==> src/rtl/queue_ptr_defs.svh <==
/*
 * Offsets, field positions, reset values and size codes for the queue
 * pointer register bank. Assumes a 32-bit register port, byte offsets.
 */
// What this block does
// - Pointer bits 31:20 read base, writes ignored
// - Inbound free bottom, device advances it
// - Inbound post top, device advances it
// - Outbound free top, device advances it
// - Step four bytes, wrap at size
// - Entry address is base, offset, 00
// - Size code sets entries, others reserved
// - Base aligned to one megabyte
// - Queue disable: ignore pointer writes, pointers read ones
`ifndef QUEUE_PTR_DEFS_SVH
`define QUEUE_PTR_DEFS_SVH

// ----------------------------------------------------------------
// Register offsets
// ----------------------------------------------------------------
`define QP_OFF_CTRL      12'h0_200
`define QP_OFF_IN_FREE_BOT 12'h0_208
`define QP_OFF_IN_POST_TOP 12'h0_20c
`define QP_OFF_IN_POST_BOT 12'h0_210
`define QP_OFF_OUT_FREE_TOP 12'h0_214
`define QP_OFF_OUT_FREE_BOT 12'h0_218

// ----------------------------------------------------------------
// Field positions and values
// ----------------------------------------------------------------
`define QP_BASE_MSB      31
`define QP_BASE_LSB      20
`define QP_OFS_MSB       19
`define QP_OFS_LSB       2
`define QP_SIZE_MSB      2
`define QP_SIZE_LSB      0
`define QP_DIS_BIT       3
`define QP_RST_BASE      12'h0_000
`define QP_RST_OFS       18'h0_0000
`define QP_RST_SIZE      3'h0
`define QP_STEP          18'h0_0001
`define QP_ALL_ONES      32'hffff_ffff
`define QP_SIZE_256      3'h0
`define QP_SIZE_1K       3'h1
`define QP_SIZE_4K       3'h2
`define QP_SIZE_16K      3'h3
`define QP_SIZE_64K      3'h4

`endif

==> src/rtl/queue_ptr_pkg.sv <==
/*
 * Types for the queue pointer register bank.
 * Assumes queue_ptr_defs.svh for the numbers.
 */
package queue_ptr_pkg;

	// Word offset of a queue entry within one queue
	typedef logic [17:0] ofs_t;
	// Queue base address, one megabyte granule
	typedef logic [11:0] base_t;
	// Queue size code
	typedef logic [2:0]  size_t;

endpackage : queue_ptr_pkg

==> src/rtl/queue_ptr_regs.sv <==
/*
 * Queue pointer register bank: base, size, disable and five pointers.
 * Assumes a one-cycle register port from a local host on the same clock.
 */
`include "queue_ptr_defs.svh"

module queue_ptr_regs (
	// Clock and reset
	input  wire logic        i_ref_clk,
	input  wire logic        i_srst,
	// Register port
	input  wire logic [11:0] i_addr,
	input  wire logic [31:0] i_wdata,
	input  wire logic        i_wr,
	input  wire logic        i_rd,
	output logic      [31:0] o_rdata,
	// Device queue events
	input  wire logic        i_in_free_take,
	input  wire logic        i_in_post_add,
	input  wire logic        i_out_free_return,
	// Entry addresses and queue disable
	output logic      [31:0] o_in_free_addr,
	output logic      [31:0] o_in_post_addr,
	output logic      [31:0] o_out_free_addr,
	output logic             o_queue_port_disable
);

	typedef struct packed {
		queue_ptr_pkg::base_t base;
		queue_ptr_pkg::size_t size;
		logic                 dis;
		queue_ptr_pkg::ofs_t  in_post_bot;
		queue_ptr_pkg::ofs_t  out_free_bot;
		logic [31:0]          rdata;
		logic [31:0]          a_in_free;
		logic [31:0]          a_in_post;
		logic [31:0]          a_out_free;
	} regs_s;

	regs_s state_q;
	regs_s state_d;
	queue_ptr_pkg::ofs_t in_free_bot;
	queue_ptr_pkg::ofs_t in_post_top;
	queue_ptr_pkg::ofs_t out_free_top;
	logic ld_ifb;
	logic ld_ipt;
	logic ld_oft;
	logic wr_ok;

	// ------------------------------------------------------------
	// Write decode
	// ------------------------------------------------------------
	// pointer writes blocked while disabled
	assign wr_ok  = i_wr && !state_q.dis;
	assign ld_ifb = wr_ok && (i_addr == `QP_OFF_IN_FREE_BOT);
	assign ld_ipt = wr_ok && (i_addr == `QP_OFF_IN_POST_TOP);
	assign ld_oft = wr_ok && (i_addr == `QP_OFF_OUT_FREE_TOP);

	// ------------------------------------------------------------
	// Device-maintained pointers
	// ------------------------------------------------------------
	// inbound free bottom
	queue_ptr_step u_in_free_bot (
		.i_ref_clk  (i_ref_clk),
		.i_srst     (i_srst),
		.i_load     (ld_ifb),
		.i_load_ofs (i_wdata[`QP_OFS_MSB:`QP_OFS_LSB]),
		.i_adv      (i_in_free_take),
		.i_size     (state_q.size),
		.o_ofs      (in_free_bot)
	);
	queue_ptr_step u_in_post_top (
		.i_ref_clk  (i_ref_clk),
		.i_srst     (i_srst),
		.i_load     (ld_ipt),
		.i_load_ofs (i_wdata[`QP_OFS_MSB:`QP_OFS_LSB]),
		.i_adv      (i_in_post_add),
		.i_size     (state_q.size),
		.o_ofs      (in_post_top)
	);
	queue_ptr_step u_out_free_top (
		.i_ref_clk  (i_ref_clk),
		.i_srst     (i_srst),
		.i_load     (ld_oft),
		.i_load_ofs (i_wdata[`QP_OFS_MSB:`QP_OFS_LSB]),
		.i_adv      (i_out_free_return),
		.i_size     (state_q.size),
		.o_ofs      (out_free_top)
	);

	// ------------------------------------------------------------
	// Register state, read data and entry addresses
	// ------------------------------------------------------------
	always_comb begin
		state_d = state_q;
		// Control register writes are always allowed
		// megabyte-aligned base field
		if (i_wr && i_addr == `QP_OFF_CTRL) begin
			state_d.base = i_wdata[`QP_BASE_MSB:`QP_BASE_LSB];
			state_d.size = i_wdata[`QP_SIZE_MSB:`QP_SIZE_LSB];
			state_d.dis  = i_wdata[`QP_DIS_BIT];
		end
		if (wr_ok && i_addr == `QP_OFF_IN_POST_BOT) begin
			state_d.in_post_bot = i_wdata[`QP_OFS_MSB:`QP_OFS_LSB];
		end
		if (wr_ok && i_addr == `QP_OFF_OUT_FREE_BOT) begin
			state_d.out_free_bot = i_wdata[`QP_OFS_MSB:`QP_OFS_LSB];
		end
		// base shows above every pointer offset; pointer low bits zero
		state_d.rdata = 32'h0000_0000;
		if (i_rd) begin
			case (i_addr)
				`QP_OFF_CTRL: state_d.rdata = {state_q.base, 16'h0000,
					state_q.dis, state_q.size};
				`QP_OFF_IN_FREE_BOT:  state_d.rdata = {state_q.base, in_free_bot, 2'b00};
				`QP_OFF_IN_POST_TOP:  state_d.rdata = {state_q.base, in_post_top, 2'b00};
				`QP_OFF_IN_POST_BOT:  state_d.rdata = {state_q.base, state_q.in_post_bot, 2'b00};
				`QP_OFF_OUT_FREE_TOP: state_d.rdata = {state_q.base, out_free_top, 2'b00};
				`QP_OFF_OUT_FREE_BOT: state_d.rdata = {state_q.base, state_q.out_free_bot, 2'b00};
				default:              state_d.rdata = 32'h0000_0000;
			endcase
			// pointer reads return all ones while disabled
			if (state_q.dis && i_addr != `QP_OFF_CTRL) begin
				state_d.rdata = `QP_ALL_ONES;
			end
		end
		// entry address joins base, offset and two zeros
		state_d.a_in_free  = {state_d.base, in_free_bot, 2'b00};
		state_d.a_in_post  = {state_d.base, in_post_top, 2'b00};
		state_d.a_out_free = {state_d.base, out_free_top, 2'b00};
		if (i_srst) begin
			state_d = '0;
		end
	end

	// State register
	always_ff @(posedge i_ref_clk) begin
		state_q <= state_d;
	end

	// Outputs straight from the state register
	assign o_rdata              = state_q.rdata;
	assign o_in_free_addr       = state_q.a_in_free;
	assign o_in_post_addr       = state_q.a_in_post;
	assign o_out_free_addr      = state_q.a_out_free;
	assign o_queue_port_disable = state_q.dis;
endmodule // queue_ptr_regs

==> src/rtl/queue_ptr_step.sv <==
/*
 * One device-maintained queue pointer: host load, advance by one entry
 * with wrap at the queue size. Assumes a single clock, synchronous reset.
 */
`include "queue_ptr_defs.svh"

module queue_ptr_step (
	// Clock and reset
	input  wire logic                i_ref_clk,
	input  wire logic                i_srst,
	// Host load
	input  wire logic                i_load,
	input  wire queue_ptr_pkg::ofs_t i_load_ofs,
	// Device advance
	input  wire logic                i_adv,
	input  wire queue_ptr_pkg::size_t i_size,
	// Pointer
	output logic [17:0]              o_ofs
);

	typedef struct packed {
		logic [17:0] ofs;
	} step_s;

	step_s state_q;
	step_s state_d;
	logic [17:0] mask;
	logic [17:0] inc;

	// Word-count mask of the selected queue size
	// size code mask
	always_comb begin
		case (i_size)
			`QP_SIZE_256: mask = 18'h0_00ff;
			`QP_SIZE_1K:  mask = 18'h0_03ff;
			`QP_SIZE_4K:  mask = 18'h0_0fff;
			`QP_SIZE_16K: mask = 18'h0_3fff;
			default:      mask = 18'h0_ffff;
		endcase
	end

	// Next pointer value
	always_comb begin
		state_d = state_q;
		inc     = state_q.ofs + `QP_STEP;
		if (i_srst) begin
			state_d.ofs = `QP_RST_OFS;
		end else if (i_load) begin
			state_d.ofs = i_load_ofs;
		end else if (i_adv) begin
			state_d.ofs = (state_q.ofs & ~mask) | (inc & mask);
		end
	end

	// State register
	always_ff @(posedge i_ref_clk) begin
		state_q <= state_d;
	end

	assign o_ofs = state_q.ofs;
endmodule // queue_ptr_step

==> config.mk <==
export PLATFORM = sky130hd
export DESIGN_NAME = queue_ptr_regs
export DESIGN_NICKNAME = d
export VERILOG_FILES = /design/src/rtl/queue_ptr_pkg.sv /design/src/rtl/queue_ptr_regs.sv /design/src/rtl/queue_ptr_step.sv
export VERILOG_INCLUDE_DIRS = /design/src /design/src/rtl
export SDC_FILE = /design/constraint.sdc
export NUM_CORES = 1
export LEC_CHECK = 0
export BUFFER_PORTS_ARGS = -buffer_cell sky130_fd_sc_hd__buf_4
export CAP_MARGIN = 20
export CORE_UTILIZATION = 44
export CTS_BUF_LIST = sky130_fd_sc_hd__clkbuf_4 sky130_fd_sc_hd__clkbuf_8
export DETAILED_ROUTE_END_ITERATION = 16
export PLACE_DENSITY_LB_ADDON = 0.15
export SLEW_MARGIN = 5
export SYNTH_ARGS = -nofsm -noshare
export SYNTH_HDL_FRONTEND = slang
export SYNTH_SLANG_ARGS = --single-unit
==> constraint.sdc <==
create_clock -name i_ref_clk -period 2.4 [get_ports i_ref_clk]
set_input_delay 0.12 -clock i_ref_clk [delete_from_list [all_inputs] [get_ports i_ref_clk]]
set_output_delay 0.12 -clock i_ref_clk [all_outputs]
set_load 0.05 [all_outputs]
==> results.md, run 1 <==
- Status: finished, final reports clean
- Ports: 180
- Period utilisation layout: 0.7880
- Critical Path RT: 2790 ps
- Layout area overhead: 17.14%
- Chip width: 143.6 µm
- Fillers: 1873
- Post-route cell area: 10330 µm²
- Worst-margin pin slew: 809.2 ps
- Vias after detailed routing: 7000
- Post-route setup slack: 508.7 ps
- Post-route ant nets: 0
- RSZ-0062 raised after global routing: false
- Final hold violations: 0
- Number of H-tree levels: 4
- Post-Syn Area: 8820 µm²
- Post-layout min period: 1891 ps
- FF+latch count, synth: 192
- Inserted Clock Buffers: 17
- Asr flop ratio synth: 0
- Clk Tree Root Cell: clkbuf_8
- Cell count after synthesis: 1002
- Ys flop type: dfxtp_1
- Largest net degree at the start of global routing: 82
- Starting density of the core: 0.4517
- Distinct cells, synth: 46
- Die ar.: 20620 µm²
- Synth warnings: 0
- Setup TNS: 0 ps
- CTS max path bufs: 2
- Clock-pin slew on the worst setup and hold paths: 90 ps
- RePlAce Congestion: 0.8373
- Skew final: 14.04 ps
- Worst hold path class: primary input to register
- Sequential-to-total area share from yosys stat: 0.4358
- Startpoint class of the critical path: register
- Gr ovfl total: 0
- Critical path data arrival time: 2280 ps
- Setup violators final: 0
- Routed WL per cell: 17.17 µm
- Clk_lat worst skew: 480 ps
- Number of synthesized flops with an enable pin: 0
- Initial antenna violation count: 0
- Clock sinks: 192
- WL met2: 10880 µm
- # DRC: 0
- Max layer used: met4
- Vias per cell: 5.136
- CP endpoint kind: register
- Pre-CTS setup slack: 207.9 ps
- P_leak: 3.967 nW
- Gr usage total: 0.2307
- Post-Route WL: 23400 µm
- Met3 Wirelength: 1468 µm
- Vias in the first global route: 6593
- DPL Wire Length: 16460 µm
- CTS tree: built
- Avg Cell Area, Syn: 8.802 µm²
- Setup Fix Bufs, Post-CTS: 0
- Crit path max fanout: 4
- First-pass GRT wire length: 35610 µm
- Hold Path Origin: i_srst
- Most common cell after layout, fill and taps aside: buf_4
- Share of layout cells above drive strength 1: 0.2568
- DRT iter0 DRCs: 517
- Core footprint: 19530 µm²
- Initial DRT Pass Iterations: 5
- Peak VDD IR: 311.6 µV
- Kind of critical path: register to register
- Maxcap violations: 0
- IO buf count: 173
- Max-Slew Margin vs Limit: 0.4606
- Nets: 1139
- Final number of max-transition violations: 0
- DP Area: 9559 µm²
- Power density cells: 563.7 nW/µm²
- Die height: 143.6 µm
- Fmax: 528.7 MHz
- Most frequent cells in the layout: buf_4, dfxtp_1, nand2_1, a21oi_1, nor2_1
- N_diodes: 0
- Row cnt: 51
- Wl on met1: 10450 µm
-- critical path: stages, from the launching register on --
cell and delay, ps:
dfxtp_1 510, nand4_1 250, nor4_1 490, nand4_1 180
xor2_1 170, a211oi_1 210
-- cell families (layout without fill, tap and decap cells) --
kind of cell	Yosys count	count (layout)	share of synthesized area
simple gates	366	366	0.2029
flops	192	192	0.4358
compound gates	164	164	0.1231
xor+xnor	46	46	0.04568
other cells	1	6	0.0004252
mux	40	40	0.04767
buf+inv	190	281	0.1402
fa+ha+maj	3	3	0.004256
-- final cells by class --
cell class              count  area [µm²]  area share
flip-flops and latches    192        3844      0.3720
multi-input cells         625        3767      0.3647
repair buffers            245        1952      0.1889
well taps                 265       331.6     0.03209
clock buffers              20       262.8     0.02543
clock inverters            12       158.9     0.01538
inverters                   4       15.01    0.001453
-- where the power goes --
part	leakage [nW]	internal [W]	switching (W)	total (W)
combinational	2.21	0.000153	0.000220	0.000373
sequential	1.55	0.00320	0.0000221	0.00322
clock	0.211	0.00109	0.00114	0.00223
-- worst paths after layout --
| check | slack (ps) | endpoint | cells past startpoint |
|---|---|---|---|
| hold / removal | 90 | u_in_free_bot.o_ofs[17]$_SDFFE_PP0P_ | 2 |
| setup reg to reg | 510 | register | 5 |
| setup / recovery | 510 | register | 5 |
| hold reg to reg | 450 | state_q[129]$_SDFFE_PP0P_ | 2 |
-- layer usage --
| metal | vias up | track usage |
|---|---|---|
| met1 | 3315 | 0.2993 |
| met3 | 39 | 0.04532 |
| met2 | 220 | 0.3735 |
| met4 | 0 | 0.09630 |
| met5 | - | 0 |
| li1 | 3426 | - |
-- synthesized netlist by cell type, types with 2 or more instances --
| master | n | area share |
|---|---|---|
| nand2b_1 | 3 | 0.0021 |
| buf_1 | 2 | 0.00085 |
| nand2_1 | 147 | 0.063 |
| nor2_1 | 75 | 0.032 |
| a221oi_1 | 6 | 0.0060 |
| mux2i_1 | 24 | 0.027 |
| a211oi_1 | 32 | 0.027 |
| buf_2 | 6 | 0.0034 |
| and2_1 | 3 | 0.0021 |
| or3_1 | 4 | 0.0028 |
| nor4b_1 | 6 | 0.0060 |
| nor4_4 | 2 | 0.0048 |
| dfxtp_1 | 192 | 0.44 |
| nor3b_1 | 2 | 0.0017 |
| inv_1 | 4 | 0.0017 |
| a211oi_2 | 16 | 0.023 |
| nand4_1 | 15 | 0.011 |
| mux2_2 | 16 | 0.020 |
| a22oi_1 | 2 | 0.0017 |
| buf_4 | 129 | 0.11 |
| nand3_1 | 9 | 0.0051 |
| ha_1 | 3 | 0.0043 |
| nor4_1 | 8 | 0.0057 |
| nor3_1 | 17 | 0.0096 |
| a21oi_1 | 96 | 0.054 |
| and4_1 | 6 | 0.0060 |
| and3_1 | 5 | 0.0035 |
| xor2_1 | 17 | 0.017 |
| o22a_1 | 8 | 0.0079 |
| clkbuf_1 | 44 | 0.019 |
| or3b_2 | 2 | 0.0020 |
| nor2b_1 | 56 | 0.040 |
| buf_6 | 4 | 0.0051 |
| xnor2_1 | 29 | 0.029 |
-- timing repair --
| action | in CTS | in global routing |
|---|---|---|
| hold buffers | 35 | 0 |
| resized for setup | 0 | 0 |
| hold endpoints to repair | 104 | 0 |
-- stage by stage --
stage / power, W / cells / hold WS (ps) / utilization
2_1_floorplan: 0.003474 / 1007 / 260.5 / -
3_3_place_gp: 0.003622 / 1296 / 377.6 / 0.4896
3_5_place_dp: 0.003622 / 1296 / 380.3 / 0.4896
4_1_cts: 0.005885 / 1363 / 69.33 / 0.5291
5_1_grt: 0.006033 / 1363 / 109.6 / 0.5291
6_report: 0.005824 / 1363 / 87.63 / 0.5291
No activity file was read; power rests on OpenSTA's default activity.
==> inputs of run 2 (changes only) <==
==> constraint.sdc (replaced) <==
create_clock -name i_ref_clk -period 1.6 [get_ports i_ref_clk]
set_input_delay 0.08 -clock i_ref_clk [delete_from_list [all_inputs] [get_ports i_ref_clk]]
set_output_delay 0.08 -clock i_ref_clk [all_outputs]
set_load 0.05 [all_outputs]
==> results.md, run 2 (synthesis gave the netlist of run 1 again) <==
- Clock-pin slew on the worst setup and hold paths: 100 ps
- Slowest-stage cell, CP: or4b_4
- Die height: 143.6 µm
- Fmax: 634.4 MHz
- Clk_lat worst skew: 460 ps
- Sw Ratio: 0.2477
- Period utilisation layout: 0.9852
- Vias after detailed routing: 7150
- Status: finished, final reports clean
- Layout area overhead: 27.56%
- DPL Wire Length: 17070 µm
- Fillers: 1811
- Gr usage total: 0.2330
- Largest net degree at the start of global routing: 111
- First-pass GRT wire length: 36180 µm
- CTS tree: built
- Cell Int Power: 0.006565 W
- P_leak: 4.428 nW
- Post-Route WL: 23760 µm
- Power density cells: 775.6 nW/µm²
- Maxcap violations: 0
- Final number of max-transition violations: 0
- Critical Path RT: 1940 ps
- Critical path data arrival time: 1910 ps
- Vias in the first global route: 6571
- Setup violators final: 0
- Ports: 180
- Die ar.: 20620 µm²
- Starting density of the core: 0.4517
- Max-Slew Margin vs Limit: 0.6223
- Skew final: 14.46 ps
- CP endpoint kind: register
- N_diodes: 0
- Comb pwr share: 0.074
- Worst-margin pin slew: 566.6 ps
- Crit path max fanout: 17
- Nets: 1209
- Inserted Clock Buffers: 17
- # DRC: 0
- IO buf count: 173
- Number of H-tree levels: 4
- Critical path cell sequence: buf_4 > or4b_4 > or3_1 > or3_4 > buf_12 > mux2i_1 > nor2_1
- Vias per cell: 4.990
- Most frequent cells in the layout: buf_4, dfxtp_1, nand2_1, a21oi_1, nor2_1
- Routed WL per cell: 16.58 µm
- Max incr delay on CP: 530 ps
- Net Sw Power: 0.002162 W
- Peak VDD IR: 563.9 µV
- Share of layout cells above drive strength 1: 0.3639
- Reg power frac: 0.553
- Chip width: 143.6 µm
- Most common cell after layout, fill and taps aside: buf_4
- Clock sinks: 192
- Core footprint: 19530 µm²
- Initial antenna violation count: 0
- Final hold violations: 0
- Post-route ant nets: 0
- Clock Power Share: 0.374
- Min Hold Slack: 57.65 ps
- Final core utilization: 0.5762
- Worst hold path class: primary input to register
- Gr ovfl total: 0
- Row cnt: 51
- RSZ-0062 raised after global routing: true
- RePlAce Congestion: 0.9080
- DRT iter0 DRCs: 394
- Startpoint class of the critical path: primary input
- Post-layout min period: 1576 ps
- CTS max path bufs: 2
- Initial DRT Pass Iterations: 5
- Clk Tree Root Cell: clkbuf_8
- Setup TNS: 0 ps
- Kind of critical path: primary input to register
run 2: changes by cell type in the layout (fill, tap and decap cells not counted), moves of 13 or more:
cell	change
nor2_1	-14
a21oi_1	-19
nor2_2	+14
buf_4	+59
a21oi_2	+19
dfxtp_1	-14
dfxtp_2	+13
run 2: critical path, delay by kind of cell:
family                 cells  cell delay, ps
buffers and inverters      2             290
AND/OR/NAND/NOR            4            1390
multiplexers               1             150
run 2: worst paths after layout:
kind                                        from                                    to  slack, ps  cells after the start
max                                    i_addr[8]  u_in_free_bot.o_ofs[16]$_SDFFE_PP0P_         20                      7
min                                         i_rd                o_rdata[21]$_SDFF_PP0_         60                      4
max reg2reg  u_in_post_top.o_ofs[1]$_SDFFE_PP0P_                              register         30                      6
min reg2reg            state_q[154]$_SDFFE_PP0P_             state_q[154]$_SDFFE_PP0P_        460                      2
run 2: area by class of cell:
type                            instances  area (µm²)  area share
Clock buffer                           19       255.2     0.02269
Multi-Input combinational cell        625        4059      0.3608
Timing Repair Buffer                  315        2575      0.2289
Sequential cell                       192        3864      0.3434
Tap cell                              265       331.6     0.02947
Inverter                                4       15.01    0.001335
Clock inverter                         13       151.4     0.01346
run 2: per-stage QoR:
stage          power [W]  std cells  cell area [µm²]  setup slack (ps)
2_1_floorplan   0.005219       1007             9156            -393.7
3_3_place_gp    0.005488       1361            10300            -457.1
3_5_place_dp    0.005493       1361            10300            -467.7
4_1_cts         0.008801       1430            11140            -30.58
5_1_grt         0.009057       1433            11250            -56.98
6_report        0.008726       1433            11250             23.69
run 2: power by group through the flow:
stage / sequential [W] / clock (W) / combinational [W]
after floorplan: 0.00493 / 0 / 0.000289
after global placement: 0.00493 / 0 / 0.000562
after detailed placement: 0.00493 / 0 / 0.000566
after CTS: 0.00482 / 0.00334 / 0.000639
after global routing: 0.00483 / 0.00355 / 0.000683
final: 0.00482 / 0.00326 / 0.000644
run 2: routing by layer:
| metal | track usage | share of wire | vias up |
|---|---|---|---|
| met1 | 0.3202 | 0.46 | 3370 |
| met2 | 0.3728 | 0.48 | 211 |
| met5 | 0 | 0 | - |
| li1 | - | - | 3553 |
| met3 | 0.04698 | 0.053 | 16 |
| met4 | 0.05599 | 0.011 | 0 |
run 2: repair_timing:
item	4_1_cts	5_1_grt
pin swaps	4	18
endpoints found under the setup margin	7	16
gates cloned	0	1
buffers inserted	1	2
gates resized for setup	16	20
hold buffers	36	0
endpoints found under the hold margin	106	0
